==> config.mk <==
export PLATFORM = sky130hd
export DESIGN_NAME = dual_bidirectional_io_ports
export DESIGN_NICKNAME = d
export VERILOG_FILES = /design/src/design/gpio_ports_pkg.sv /design/src/design/dual_bidirectional_io_ports.sv
export SDC_FILE = /design/constraint.sdc
export NUM_CORES = 1
export LEC_CHECK = 0
export BUFFER_PORTS_ARGS = -buffer_cell sky130_fd_sc_hd__buf_4
export CORE_ASPECT_RATIO = 0.9
export CORE_MARGIN = 1.5
export CORE_UTILIZATION = 28
export CTS_BUF_LIST = sky130_fd_sc_hd__clkbuf_4 sky130_fd_sc_hd__clkbuf_8
export DETAILED_ROUTE_END_ITERATION = 10
export GPL_ROUTABILITY_DRIVEN = 1
export GPL_TIMING_DRIVEN = 0
export HOLD_SLACK_MARGIN = 0.1
export PLACE_DENSITY = 0.51
export SYNTH_ARGS = -nofsm -noshare
export SYNTH_HDL_FRONTEND = slang
export SYNTH_SLANG_ARGS = --single-unit
==> constraint.sdc <==
create_clock -name MCLK -period 3.1 [get_ports MCLK]
set_input_delay 0.31 -clock MCLK [delete_from_list [all_inputs] [get_ports MCLK]]
set_output_delay 0.31 -clock MCLK [all_outputs]
set_load 0.01 [all_outputs]
==> src/design/gpio_ports_pkg.sv <==
`default_nettype none

package gpio_ports_pkg;

   // Register indices; the byte address on the bus is four times the index.
   localparam logic [4:0] IDX_PA_DATA = 5'h00;
   localparam logic [4:0] IDX_PB_DATA = 5'h01;
   localparam logic [4:0] IDX_PA_DIR = 5'h04;
   localparam logic [4:0] IDX_PB_DIR = 5'h05;
   localparam logic [4:0] IDX_PA_PULLUP = 5'h10;
   localparam logic [4:0] IDX_PB_PULLUP = 5'h11;
   localparam logic [4:0] IDX_IRQ_STATUS = 5'h12;
   localparam logic [4:0] IDX_IRQ_CLEAR = 5'h13;
   localparam logic [4:0] IDX_IRQ_ENABLE = 5'h14;
   localparam logic [4:0] IDX_CONV_CTRL = 5'h15;

   localparam int AXI_ADDR_W = 8;
   localparam int AXI_DATA_W = 32;

   // Documented port widths.
   localparam int PA_PINS = 8;
   localparam int PB_PINS = 5;

   // Field positions in the second port's direction register.
   localparam int PB_DIR_SLOW_A_BIT = 7;
   localparam int PB_DIR_SLOW_B_BIT = 6;

   // First-port pins with slow falling edge.
   localparam int PA_SLOW_LO_BIT = 6;
   localparam int PA_SLOW_HI_BIT = 7;

   // Interrupt-source pins on the first port.
   localparam int PA_PRIMARY_LO_BIT = 0;
   localparam int PA_PRIMARY_HI_BIT = 3;
   localparam int PA_SECONDARY_BIT = 4;

   // Second-port pins shared with other functions.
   localparam int PB_CAPTURE_BIT = 0;
   localparam int PB_CONV_FOUR_BIT = 3;
   localparam int PB_CONV_FIVE_BIT = 4;

   // Converter control register fields.
   localparam int CONV_ON_BIT = 0;
   localparam int CONV_SEL_FOUR_BIT = 1;
   localparam int CONV_SEL_FIVE_BIT = 2;

   // Interrupt status bit positions.
   localparam int IRQ_PRIMARY_BIT = 0;
   localparam int IRQ_SECONDARY_BIT = 1;
   localparam int IRQ_BITS = 2;

   // Reset values.
   localparam logic [7:0] RST_DIR = 8'h00;
   localparam logic [7:0] RST_PULLUP = 8'h00;
   localparam logic [1:0] RST_IRQ = 2'h0;
   localparam logic [2:0] RST_CONV = 3'h0;

   localparam logic [1:0] RESP_OKAY = 2'h0;
   localparam logic [1:0] RESP_SLVERR = 2'h2;

endpackage : gpio_ports_pkg

`default_nettype wire

==> src/design/dual_bidirectional_io_ports.sv <==
// The AXI4-Lite interface to the registers was decided locally.
`default_nettype none

module dual_bidirectional_io_ports
   import gpio_ports_pkg::*;
#(
   parameter int PA_WIDTH = PA_PINS,
   parameter int PB_WIDTH = PB_PINS
) (
   input wire logic MCLK,
   input wire logic RSTN,
   input wire logic [AXI_ADDR_W-1:0] AWADDR,
   input wire logic AWVALID,
   output logic AWREADY,
   input wire logic [AXI_DATA_W-1:0] WDATA,
   input wire logic [3:0] WSTRB,
   input wire logic WVALID,
   output logic WREADY,
   output logic [1:0] BRESP,
   output logic BVALID,
   input wire logic BREADY,
   input wire logic [AXI_ADDR_W-1:0] ARADDR,
   input wire logic ARVALID,
   output logic ARREADY,
   output logic [AXI_DATA_W-1:0] RDATA,
   output logic [1:0] RRESP,
   output logic RVALID,
   input wire logic RREADY,
   input wire logic [PA_WIDTH-1:0] PA_IN,
   output logic [PA_WIDTH-1:0] PA_OUT,
   output logic [PA_WIDTH-1:0] PA_OE,
   output logic [PA_WIDTH-1:0] PA_PULLUP,
   output logic [PA_WIDTH-1:0] PA_SLOW,
   input wire logic [PB_WIDTH-1:0] PB_IN,
   output logic [PB_WIDTH-1:0] PB_OUT,
   output logic [PB_WIDTH-1:0] PB_OE,
   output logic [PB_WIDTH-1:0] PB_PULLUP,
   output logic [PB_WIDTH-1:0] PB_SLOW,
   output logic PRIMARY_EXT_IRQ,
   output logic SECONDARY_EXT_IRQ,
   output logic CAPTURE_IN,
   output logic IRQ
);

   // The register map and pin sharing are fixed to the documented widths.
   if (PA_WIDTH != PA_PINS || PB_WIDTH != PB_PINS) begin : g_width_check
      $error("Port widths must be 8 and 5.");
   end

   logic [7:0] pa_latch_reg;
   logic [4:0] pb_latch_reg;
   logic [7:0] pa_dir_reg;
   logic [4:0] pb_dir_reg;
   logic slow_a_reg;
   logic slow_b_reg;
   logic [7:0] pa_pu_reg;
   logic [4:0] pb_pu_reg;
   logic [IRQ_BITS-1:0] irq_status_reg;
   logic [IRQ_BITS-1:0] irq_enable_reg;
   logic [2:0] conv_ctrl_reg;
   logic [7:0] pa_in_prev_reg;

   logic [AXI_ADDR_W-1:0] aw_addr_reg;
   logic [7:0] wdata_reg;
   logic wstrb_reg;
   logic awready_reg;
   logic wready_reg;
   logic bvalid_reg;
   logic [1:0] bresp_reg;
   logic arready_reg;
   logic rvalid_reg;
   logic [1:0] rresp_reg;
   logic [AXI_DATA_W-1:0] rdata_reg;

   logic [7:0] pa_oe_reg;
   logic [7:0] pa_out_reg;
   logic [4:0] pb_oe_reg;
   logic [4:0] pb_out_reg;
   logic [4:0] pb_force;
   logic [4:0] pb_dir_eff;
   logic [4:0] pb_pu_eff;
   logic [7:0] pa_read;
   logic [4:0] pb_read;
   logic wr_fire;
   logic wr_open_reg;
   logic [4:0] wr_idx;
   logic wr_ok;
   logic [IRQ_BITS-1:0] irq_event;
   logic [IRQ_BITS-1:0] irq_status_next;

   function automatic logic addr_ok(input logic [AXI_ADDR_W-1:0] a);
      logic [4:0] i;
      i = a[6:2];
      addr_ok = (a[7] == 1'b0) && (a[1:0] == 2'b00) &&
         (i == IDX_PA_DATA || i == IDX_PB_DATA || i == IDX_PA_DIR || i == IDX_PB_DIR ||
          i == IDX_PA_PULLUP || i == IDX_PB_PULLUP || i == IDX_IRQ_STATUS ||
          i == IDX_IRQ_CLEAR || i == IDX_IRQ_ENABLE || i == IDX_CONV_CTRL);
   endfunction

   // A converter pin is taken over only while the converter is on and the channel selected.
   always_comb begin
      pb_force = 5'h00;
      pb_force[PB_CONV_FOUR_BIT] = conv_ctrl_reg[CONV_ON_BIT] & conv_ctrl_reg[CONV_SEL_FOUR_BIT];
      pb_force[PB_CONV_FIVE_BIT] = conv_ctrl_reg[CONV_ON_BIT] & conv_ctrl_reg[CONV_SEL_FIVE_BIT];
   end

   assign pb_dir_eff = pb_dir_reg & ~pb_force;
   assign pb_pu_eff = pb_pu_reg & ~pb_force;

   // Output pins read back the latch, inputs the pin; the select is never unknown after reset.
   genvar g;
   for (g = 0; g < 8; g++) begin : g_pa_read
      assign pa_read[g] = pa_dir_reg[g] ? pa_latch_reg[g] : PA_IN[g];
   end
   for (g = 0; g < 5; g++) begin : g_pb_read
      assign pb_read[g] = pb_dir_eff[g] ? pb_latch_reg[g] : PB_IN[g];
   end

   // Write channel: address and data are held until both are present.
   // Both readies are low during reset too, so the fire term waits until the channels have been
   // opened once; otherwise the first cycle after reset would answer a write nobody made.
   assign wr_fire = wr_open_reg && !awready_reg && !wready_reg && !bvalid_reg;
   assign wr_idx = aw_addr_reg[6:2];
   assign wr_ok = addr_ok(aw_addr_reg);

   always_ff @(posedge MCLK) begin
      if (!RSTN) begin
         awready_reg <= 1'b0;
         wready_reg <= 1'b0;
         bvalid_reg <= 1'b0;
         bresp_reg <= RESP_OKAY;
         aw_addr_reg <= '0;
         wdata_reg <= 8'h00;
         wstrb_reg <= 1'b0;
      end else begin
         if (!wr_open_reg) begin
            awready_reg <= 1'b1;
            wready_reg <= 1'b1;
         end else if (wr_fire) begin
            bvalid_reg <= 1'b1;
            bresp_reg <= wr_ok ? RESP_OKAY : RESP_SLVERR;
         end else if (bvalid_reg && BREADY) begin
            bvalid_reg <= 1'b0;
            awready_reg <= 1'b1;
            wready_reg <= 1'b1;
         end
         if (awready_reg && AWVALID) begin
            awready_reg <= 1'b0;
            aw_addr_reg <= AWADDR;
         end
         if (wready_reg && WVALID) begin
            wready_reg <= 1'b0;
            wdata_reg <= WDATA[7:0];
            wstrb_reg <= WSTRB[0];
         end
      end
   end

   // The first cycle after reset opens both write channels; later the response path reopens them.
   // A master may therefore offer its first write from the second edge after release.
   always_ff @(posedge MCLK) begin
      if (!RSTN) begin
         wr_open_reg <= 1'b0;
      end else begin
         wr_open_reg <= 1'b1;
      end
   end

   // Read channel: data is captured when the address is taken.
   always_ff @(posedge MCLK) begin
      if (!RSTN) begin
         arready_reg <= 1'b0;
         rvalid_reg <= 1'b0;
         rresp_reg <= RESP_OKAY;
         rdata_reg <= '0;
      end else if (arready_reg && ARVALID) begin
         arready_reg <= 1'b0;
         rvalid_reg <= 1'b1;
         rresp_reg <= addr_ok(ARADDR) ? RESP_OKAY : RESP_SLVERR;
         rdata_reg <= '0;
         if (addr_ok(ARADDR)) begin
            case (ARADDR[6:2])
               IDX_PA_DATA: rdata_reg[7:0] <= pa_read;
               IDX_PB_DATA: rdata_reg[4:0] <= pb_read;
               IDX_PA_DIR: rdata_reg[7:0] <= pa_dir_reg;
               IDX_PB_DIR: rdata_reg[7:0] <= {slow_a_reg, slow_b_reg, 1'b0, pb_dir_reg};
               IDX_IRQ_STATUS: rdata_reg[IRQ_BITS-1:0] <= irq_status_reg;
               IDX_IRQ_ENABLE: rdata_reg[IRQ_BITS-1:0] <= irq_enable_reg;
               IDX_CONV_CTRL: rdata_reg[2:0] <= conv_ctrl_reg;
               default: rdata_reg <= '0;
            endcase
         end
      end else if (rvalid_reg && RREADY) begin
         rvalid_reg <= 1'b0;
         arready_reg <= 1'b1;
      end else if (!rvalid_reg) begin
         arready_reg <= 1'b1;
      end
   end

   // Latches carry no reset and take every write with WSTRB[0] set, regardless of direction.
   always_ff @(posedge MCLK) begin
      if (wr_fire && wr_ok && wstrb_reg) begin
         if (wr_idx == IDX_PA_DATA) begin
            pa_latch_reg <= wdata_reg;
         end
         if (wr_idx == IDX_PB_DATA) begin
            pb_latch_reg <= wdata_reg[4:0];
         end
      end
   end

   // Configuration changes only on a bus write, so an idle core leaves every pin as it was.
   always_ff @(posedge MCLK) begin
      if (!RSTN) begin
         pa_dir_reg <= RST_DIR;
         pb_dir_reg <= RST_DIR[4:0];
         slow_a_reg <= 1'b0;
         slow_b_reg <= 1'b0;
         pa_pu_reg <= RST_PULLUP;
         pb_pu_reg <= RST_PULLUP[4:0];
         irq_enable_reg <= RST_IRQ;
         conv_ctrl_reg <= RST_CONV;
      end else if (wr_fire && wr_ok && wstrb_reg) begin
         case (wr_idx)
            IDX_PA_DIR: pa_dir_reg <= wdata_reg;
            IDX_PB_DIR: begin
               pb_dir_reg <= wdata_reg[4:0];
               slow_a_reg <= wdata_reg[PB_DIR_SLOW_A_BIT];
               slow_b_reg <= wdata_reg[PB_DIR_SLOW_B_BIT];
            end
            IDX_PA_PULLUP: pa_pu_reg <= wdata_reg;
            IDX_PB_PULLUP: pb_pu_reg <= wdata_reg[4:0];
            IDX_IRQ_ENABLE: irq_enable_reg <= wdata_reg[IRQ_BITS-1:0];
            IDX_CONV_CTRL: conv_ctrl_reg <= wdata_reg[2:0];
            default: pa_dir_reg <= pa_dir_reg;
         endcase
      end
   end

   // Falling edges on first-port input pins 0 to 4 set the interrupt status bits; output pins are masked out.
   always_ff @(posedge MCLK) begin
      if (!RSTN) begin
         pa_in_prev_reg <= 8'hFF;
      end else begin
         pa_in_prev_reg <= PA_IN;
      end
   end

   always_comb begin
      irq_event = '0;
      irq_event[IRQ_PRIMARY_BIT] = |(pa_in_prev_reg[PA_PRIMARY_HI_BIT:PA_PRIMARY_LO_BIT] &
         ~PA_IN[PA_PRIMARY_HI_BIT:PA_PRIMARY_LO_BIT] &
         ~pa_dir_reg[PA_PRIMARY_HI_BIT:PA_PRIMARY_LO_BIT]);
      irq_event[IRQ_SECONDARY_BIT] = pa_in_prev_reg[PA_SECONDARY_BIT] &
         ~PA_IN[PA_SECONDARY_BIT] & ~pa_dir_reg[PA_SECONDARY_BIT];
      irq_status_next = irq_status_reg;
      if (wr_fire && wr_ok && wstrb_reg && wr_idx == IDX_IRQ_CLEAR) begin
         irq_status_next = irq_status_next & ~wdata_reg[IRQ_BITS-1:0];
      end
      // A new event in the clearing cycle is kept.
      irq_status_next = irq_status_next | irq_event;
   end

   always_ff @(posedge MCLK) begin
      if (!RSTN) begin
         irq_status_reg <= RST_IRQ;
         IRQ <= 1'b0;
      end else begin
         irq_status_reg <= irq_status_next;
         IRQ <= |(irq_status_next & irq_enable_reg);
      end
   end

   // Low level on an input pin is the request level handed to the interrupt logic.
   always_ff @(posedge MCLK) begin
      if (!RSTN) begin
         PRIMARY_EXT_IRQ <= 1'b0;
         SECONDARY_EXT_IRQ <= 1'b0;
         CAPTURE_IN <= 1'b0;
      end else begin
         PRIMARY_EXT_IRQ <= |(~PA_IN[PA_PRIMARY_HI_BIT:PA_PRIMARY_LO_BIT] &
            ~pa_dir_reg[PA_PRIMARY_HI_BIT:PA_PRIMARY_LO_BIT]);
         SECONDARY_EXT_IRQ <= ~PA_IN[PA_SECONDARY_BIT] & ~pa_dir_reg[PA_SECONDARY_BIT];
         CAPTURE_IN <= pb_dir_eff[PB_CAPTURE_BIT] ? 1'b0 : PB_IN[PB_CAPTURE_BIT];
      end
   end

   // Pin drivers: open drain drives only a low, so a one in the latch releases the pin.
   for (g = 0; g < 8; g++) begin : g_pa_pin
      always_ff @(posedge MCLK) begin
         if (!RSTN) begin
            pa_oe_reg[g] <= 1'b0;
            pa_out_reg[g] <= 1'b0;
            PA_PULLUP[g] <= 1'b0;
         end else begin
            pa_oe_reg[g] <= pa_dir_reg[g] & (~pa_pu_reg[g] | ~pa_latch_reg[g]);
            pa_out_reg[g] <= pa_dir_reg[g] & ~pa_pu_reg[g] & pa_latch_reg[g];
            PA_PULLUP[g] <= pa_pu_reg[g];
         end
      end
   end

   for (g = 0; g < 5; g++) begin : g_pb_pin
      always_ff @(posedge MCLK) begin
         if (!RSTN) begin
            pb_oe_reg[g] <= 1'b0;
            pb_out_reg[g] <= 1'b0;
            PB_PULLUP[g] <= 1'b0;
         end else begin
            pb_oe_reg[g] <= pb_dir_eff[g] & (~pb_pu_eff[g] | ~pb_latch_reg[g]);
            pb_out_reg[g] <= pb_dir_eff[g] & ~pb_pu_eff[g] & pb_latch_reg[g];
            PB_PULLUP[g] <= pb_pu_eff[g];
         end
      end
   end

   // Slow-edge enables only shape the driver; they feed nothing of direction or pull-up.
   always_ff @(posedge MCLK) begin
      if (!RSTN) begin
         PA_SLOW <= '0;
         PB_SLOW <= '0;
      end else begin
         PA_SLOW <= '0;
         PA_SLOW[PA_SLOW_LO_BIT] <= slow_a_reg;
         PA_SLOW[PA_SLOW_HI_BIT] <= slow_a_reg;
         PB_SLOW <= {PB_WIDTH{slow_b_reg}};
      end
   end

   assign PA_OE = pa_oe_reg;
   assign PA_OUT = pa_out_reg;
   assign PB_OE = pb_oe_reg;
   assign PB_OUT = pb_out_reg;
   assign AWREADY = awready_reg;
   assign WREADY = wready_reg;
   assign BVALID = bvalid_reg;
   assign BRESP = bresp_reg;
   assign ARREADY = arready_reg;
   assign RVALID = rvalid_reg;
   assign RRESP = rresp_reg;
   assign RDATA = rdata_reg;

   // Every pin output above is registered, so pins follow a register write one edge later.
   // Software that needs a pin settled before reading it back should allow for that edge.
   // The interrupt status keeps an event that lands in the cycle of its own clear.

endmodule : dual_bidirectional_io_ports

`default_nettype wire

[Word-level counts from Yosys, hierarchy flattened]
Index checks and enable logic that the tools add are counted.
Operators by class
  reductions and logical operators: 60
  bitwise gates (word level): 100
  multiplexer cells: 31
  equal/unequal tests: 21
Operators with widths (count)
  equality test 5 bit (second input constant): 12
  bitwise AND 1 bit: 44
  NOT 1 bit: 31
  2-to-1 mux 1 bit: 23
  AND reduction 2 bit: 11
  equality test 5 x 3 -> 1 bit (second input constant): 4
  logical OR 1 bit: 18
  logical AND 1 bit: 15
  case mux 2 bit (7 select lines): 1
  OR 1 bit: 13
  bitwise AND 4 bit: 3
  bitwise AND 5 bit: 2
  equality test 5 x 1 -> 1 bit (second input constant): 2
  logical NOT 5 bit: 2
  OR reduction 2 bit: 5
  case mux 3 bit (3 select lines): 1
  2-to-1 mux 8 bit: 1
  NOT 4 bit: 2
  case mux 2 bit (4 select lines): 1
  OR reduction 4 bit: 2
  2-to-1 mux 2 bit: 3
  NOT 5 bit: 1
  case mux 1 bit (5 select lines): 1
  bitwise AND 2 bit: 2
  other kinds (7): 12
Word-level totals
  register bits after elaboration: 163
  output and inout port bits: 97
  word-level logic and storage cells: 282
  bits of input ports: 72

[Logic depth before layout (Yosys ltp)]
  word-level depth: 18
  gate-level depth with buffers: 7
  mapped depth without buffers: 4

[Least setup slack after synthesis]
No wires, ideal clock.
  path type: reg-to-reg
  start: register bvalid_reg (netlist: BVALID)
  end: register pa_latch_reg[0], enable pin
  data required time: 2.705 ns
  setup time: 0.395 ns
  arrival time: 2.313 ns
  path slack: 0.393 ns
  period minus slack after synthesis: 2.707 ns
  path buffers: 2
  cell stages (with the launch flop): 7
  path through: dfxtp_1 > nor4b_4 > and2_0 > clkbuf_1 > clkbuf_1 > nand2_1 > nor4_1
On the way
  longest elaborated chain between the ends: 5
RTL lines
  start: declaration: RTL line dual_bidirectional_io_ports.sv:68  | logic bvalid_reg;
  start signal: assignment: RTL line dual_bidirectional_io_ports.sv:130  | bvalid_reg <= 1'b0;
  start signal: assignment: RTL line dual_bidirectional_io_ports.sv:140  | bvalid_reg <= 1'b1;
  start signal: assignment: RTL line dual_bidirectional_io_ports.sv:143  | bvalid_reg <= 1'b0;
  logical NOT 1 bit: RTL line dual_bidirectional_io_ports.sv:122  | assign wr_fire = wr_open_reg && !awready_reg && !wready_reg && !bvalid_reg;
  logical AND 1 bit: RTL line dual_bidirectional_io_ports.sv:122
  logical AND 1 bit (2 in a row): RTL line dual_bidirectional_io_ports.sv:203  | if (wr_fire && wr_ok && wstrb_reg) begin
  AND reduction 2 bit (no line)
  end signal: assignment: RTL line dual_bidirectional_io_ports.sv:205  | pa_latch_reg <= wdata_reg;
  end: declaration: RTL line dual_bidirectional_io_ports.sv:50  | logic [7:0] pa_latch_reg;
No other way between the ends.
A chain may end at the register's enable or synchronous reset.

[Final worst setup path]
  start: register wready_reg (netlist: WREADY)
  end: register pb_latch_reg[2], enable pin
On the way
  longest elaborated chain between the ends: 6
RTL lines
  start: declaration: RTL line dual_bidirectional_io_ports.sv:67  | logic wready_reg;
  start signal: assignment: RTL line dual_bidirectional_io_ports.sv:129  | wready_reg <= 1'b0;
  start signal: assignment: RTL line dual_bidirectional_io_ports.sv:138  | wready_reg <= 1'b1;
  start signal: assignment: RTL line dual_bidirectional_io_ports.sv:145  | wready_reg <= 1'b1;
  logical NOT 1 bit: RTL line dual_bidirectional_io_ports.sv:122
  logical AND 1 bit (2 in a row): RTL line dual_bidirectional_io_ports.sv:122
  logical AND 1 bit (2 in a row): RTL line dual_bidirectional_io_ports.sv:203
  AND reduction 2 bit (no line)
  end signal: assignment: RTL line dual_bidirectional_io_ports.sv:208  | pb_latch_reg <= wdata_reg[4:0];
  end: declaration: RTL line dual_bidirectional_io_ports.sv:51  | logic [4:0] pb_latch_reg;
No other way between the ends.

==> results.txt <==
Status - finished clean
Switch Pwr - 871 uW
Core Area - 18300 um2
Worst Setup End Kind - register
Clock share of power - 43.6%
Worst path required time - 3.17 ns
Gate power share - 8.0%
CTS tree - yes
Die X - 147 um
Drt total wl - 15.2 mm
Post-synth EDFFs - 13
Root buffer cell - clkbuf_8
Post-route ant nets - 0
Iter 0 DRT Violations - 254
Nature of the critical path startpoint - register
Multi-input logic area - 2190 um2
Worst-path clk slew - 0.07 ns
Worst relative slew slack - 15.5%
PortBufs - 105
Nets - 772
Die height - 133 um
Dpl ws - 0.321 ns
Kind of critical path - reg -> reg
Routed wire per std cell - 15.9 um
Routability cong. - 0.831
Area grow syn2layout - 32.9%
Sequential cell area - 2750 um2
Io pins - 169
Fmax - 0.357 GHz
RSZ-0062 raised after global routing - no
Ys async rst share - 0%
Final Hold Viols - 0
Seq pwr share - 48.4%
Routed vias - 4403
Top-count cell post-synth - dfxtp_1
CP startpoint - WREADY$_SDFFE_PP0P_
# diodes - 0
Peak VDD IR - 0.257 mV
Postcts setup bufs - 0
Mean Syn Cell Area - 9.74 um2
Layout cells sized above 1 - 26.5%
Insertion delay of the later-clocked pin in the worst-skew pair - 0.45 ns
Top-area cell type share of the netlist area - 45.1%
Clock tree buffer depth - 2
Synth top cells by count - dfxtp_1, nand2_1, buf_4
Initial antenna violation count - 0
Leakage power - 0.00283 uW
Predominant post-synthesis flop cell - dfxtp_1
Starting Density - 28.6%
Final setup fails - 0
Vias per cell - 4.60
Post-DP HPWL - 11.5 mm
Pin count of the biggest net entering global routing - 17
Worst Clk Skew - 0.00964 ns
Slew at the pin closest to its max-slew limit - 1.26 ns
First-pass iteration count of the detailed router - 4
CTS resizes - 0
Core Util, Final - 38.0%
Full die area - 19600 um2
Worst path arrival time - 2.87 ns
Post-synthesis cell count - 538
Vias in the first global route - 4144
Top cell type by total area after synthesis - dfxtp_1
Switch share - 23.9%
DRC - 0
Mapped cell area - 5240 um2
Total CTS buffers - 17
H-tree levels - 4
Total negative slack - 0 ns
Fill cells - 1895
Top cells by area, synth - dfxtp_1, edfxtp_1, nand2_1
Flop and latch count out of synthesis - 131
Worst-path maximum fanout - 10
GRT Total Usage - 15.6%
Sequential share of the synthesized area - 52.5%
Int Pwr - 2770 uW
Hold Crit Start - PB_IN[0]
Final Cycle Share - 90.3%
First-pass GRT wire length - 23.1 mm
Setup slack after layout - 0.301 ns
Netlist cell types - 51
Rows - 47
MaxCap Viol Count - 0
Grt ovf - 0
Yosys warns - 0
Hold-fix buffers at CTS - 6
Hold/Removal Path Class - in -> reg
CTS Sinks - 131
Pins Over Slew Limit - 0
Final Critical Period - 2.80 ns
Pwr dens - 523 nW/um2
R2r startpoint - WREADY$_SDFFE_PP0P_
## critical path, stage by stage (launching register included)
cell and delay, ns:
dfxtp_1 0.38, nor4b_4 0.46, and2_0 0.18, clkbuf_1 0.24
clkbuf_1 0.38, nand3_1 0.12, nor3_1 0.65
## per-stage QoR
| stage | cells | total power, uW | cell area [um2] | hold WS [ns] |
|---|---|---|---|---|
| 2_1_floorplan | 569 | 1970 | 5360 | 0.338 |
| 3_3_place_gp | 919 | 2080 | 6450 | 0.429 |
| 3_5_place_dp | 920 | 2080 | 6470 | 0.432 |
| 4_1_cts | 958 | 3670 | 6970 | 0.101 |
| 5_1_grt | 958 | 3790 | 6970 | 0.118 |
| 6_report | 958 | 3640 | 6970 | 0.126 |
## path summary, 6_finish.rpt
| kind | end | slack, ns | depth (start not counted) |
|---|---|---|---|
| min reg2reg | RDATA[7]$_SDFFE_PN0P_ | 0.46 | 2 |
| max reg2reg | pb_latch_reg[2]$_DFFE_PP_ | 0.30 | 6 |
| max | pb_latch_reg[2]$_DFFE_PP_ | 0.30 | 6 |
| min | CAPTURE_IN$_SDFF_PP0_ | 0.13 | 2 |
## final cells by class
type	count	share of cell area, %
multi-input combinational	365	31.5
tap	245	4.40
buffer	65	5.60
timing repair buffer	112	12.3
clock buffer	19	3.66
clock inverter	13	2.62
sequential	131	39.5
inverter	8	0.431
## cell usage in the layout (no fill, tap or decap), types with 3 or more instances in the layout
master	count
dlygate4sd3_1	6
and2_1	13
o21ai_0	33
a21boi_0	31
nand3_1	16
nor3b_1	18
clkbuf_1	26
nand2_1	77
edfxtp_1	13
mux2i_1	28
o22ai_1	4
dfxtp_1	118
nor4_1	7
nand2b_1	9
conb_1	32
nand4_1	15
nor2b_1	5
inv_1	8
a21oi_1	20
a31oi_1	6
clkbuf_8	18
buf_4	143
clkinvlp_4	3
and3_1	3
bufinv_16	4
or3b_2	4
nor3_1	4
nor2_1	6
## power by group through the flow
stage | clock, uW | sequential, uW | combinational [uW]
2_1_floorplan | 0 | 1800 | 171
3_3_place_gp | 0 | 1800 | 277
3_5_place_dp | 0 | 1800 | 282
4_1_cts | 1620 | 1760 | 290
5_1_grt | 1700 | 1770 | 319
6_report | 1590 | 1760 | 292
## metal layers
metal | track usage, % | wire, um
met5 | 0 | 0
met1 | 22.4 | 7430
met4 | 4.78 | 189
met2 | 23.1 | 6550
met3 | 3.90 | 1030
## logic make-up (layout without fill, tap and decap cells)
kind of cell,after synthesis,in the layout,share of synthesized area [%]
AOI/OAI and AO/OA,108,108,12.9
buffers and inverters,73,217,8.02
DFF,131,131,52.5
muxes,30,30,5.78
other,1,32,0.0715
and+or+nand+nor,195,195,20.7
(Power assumes the default switching activity.)
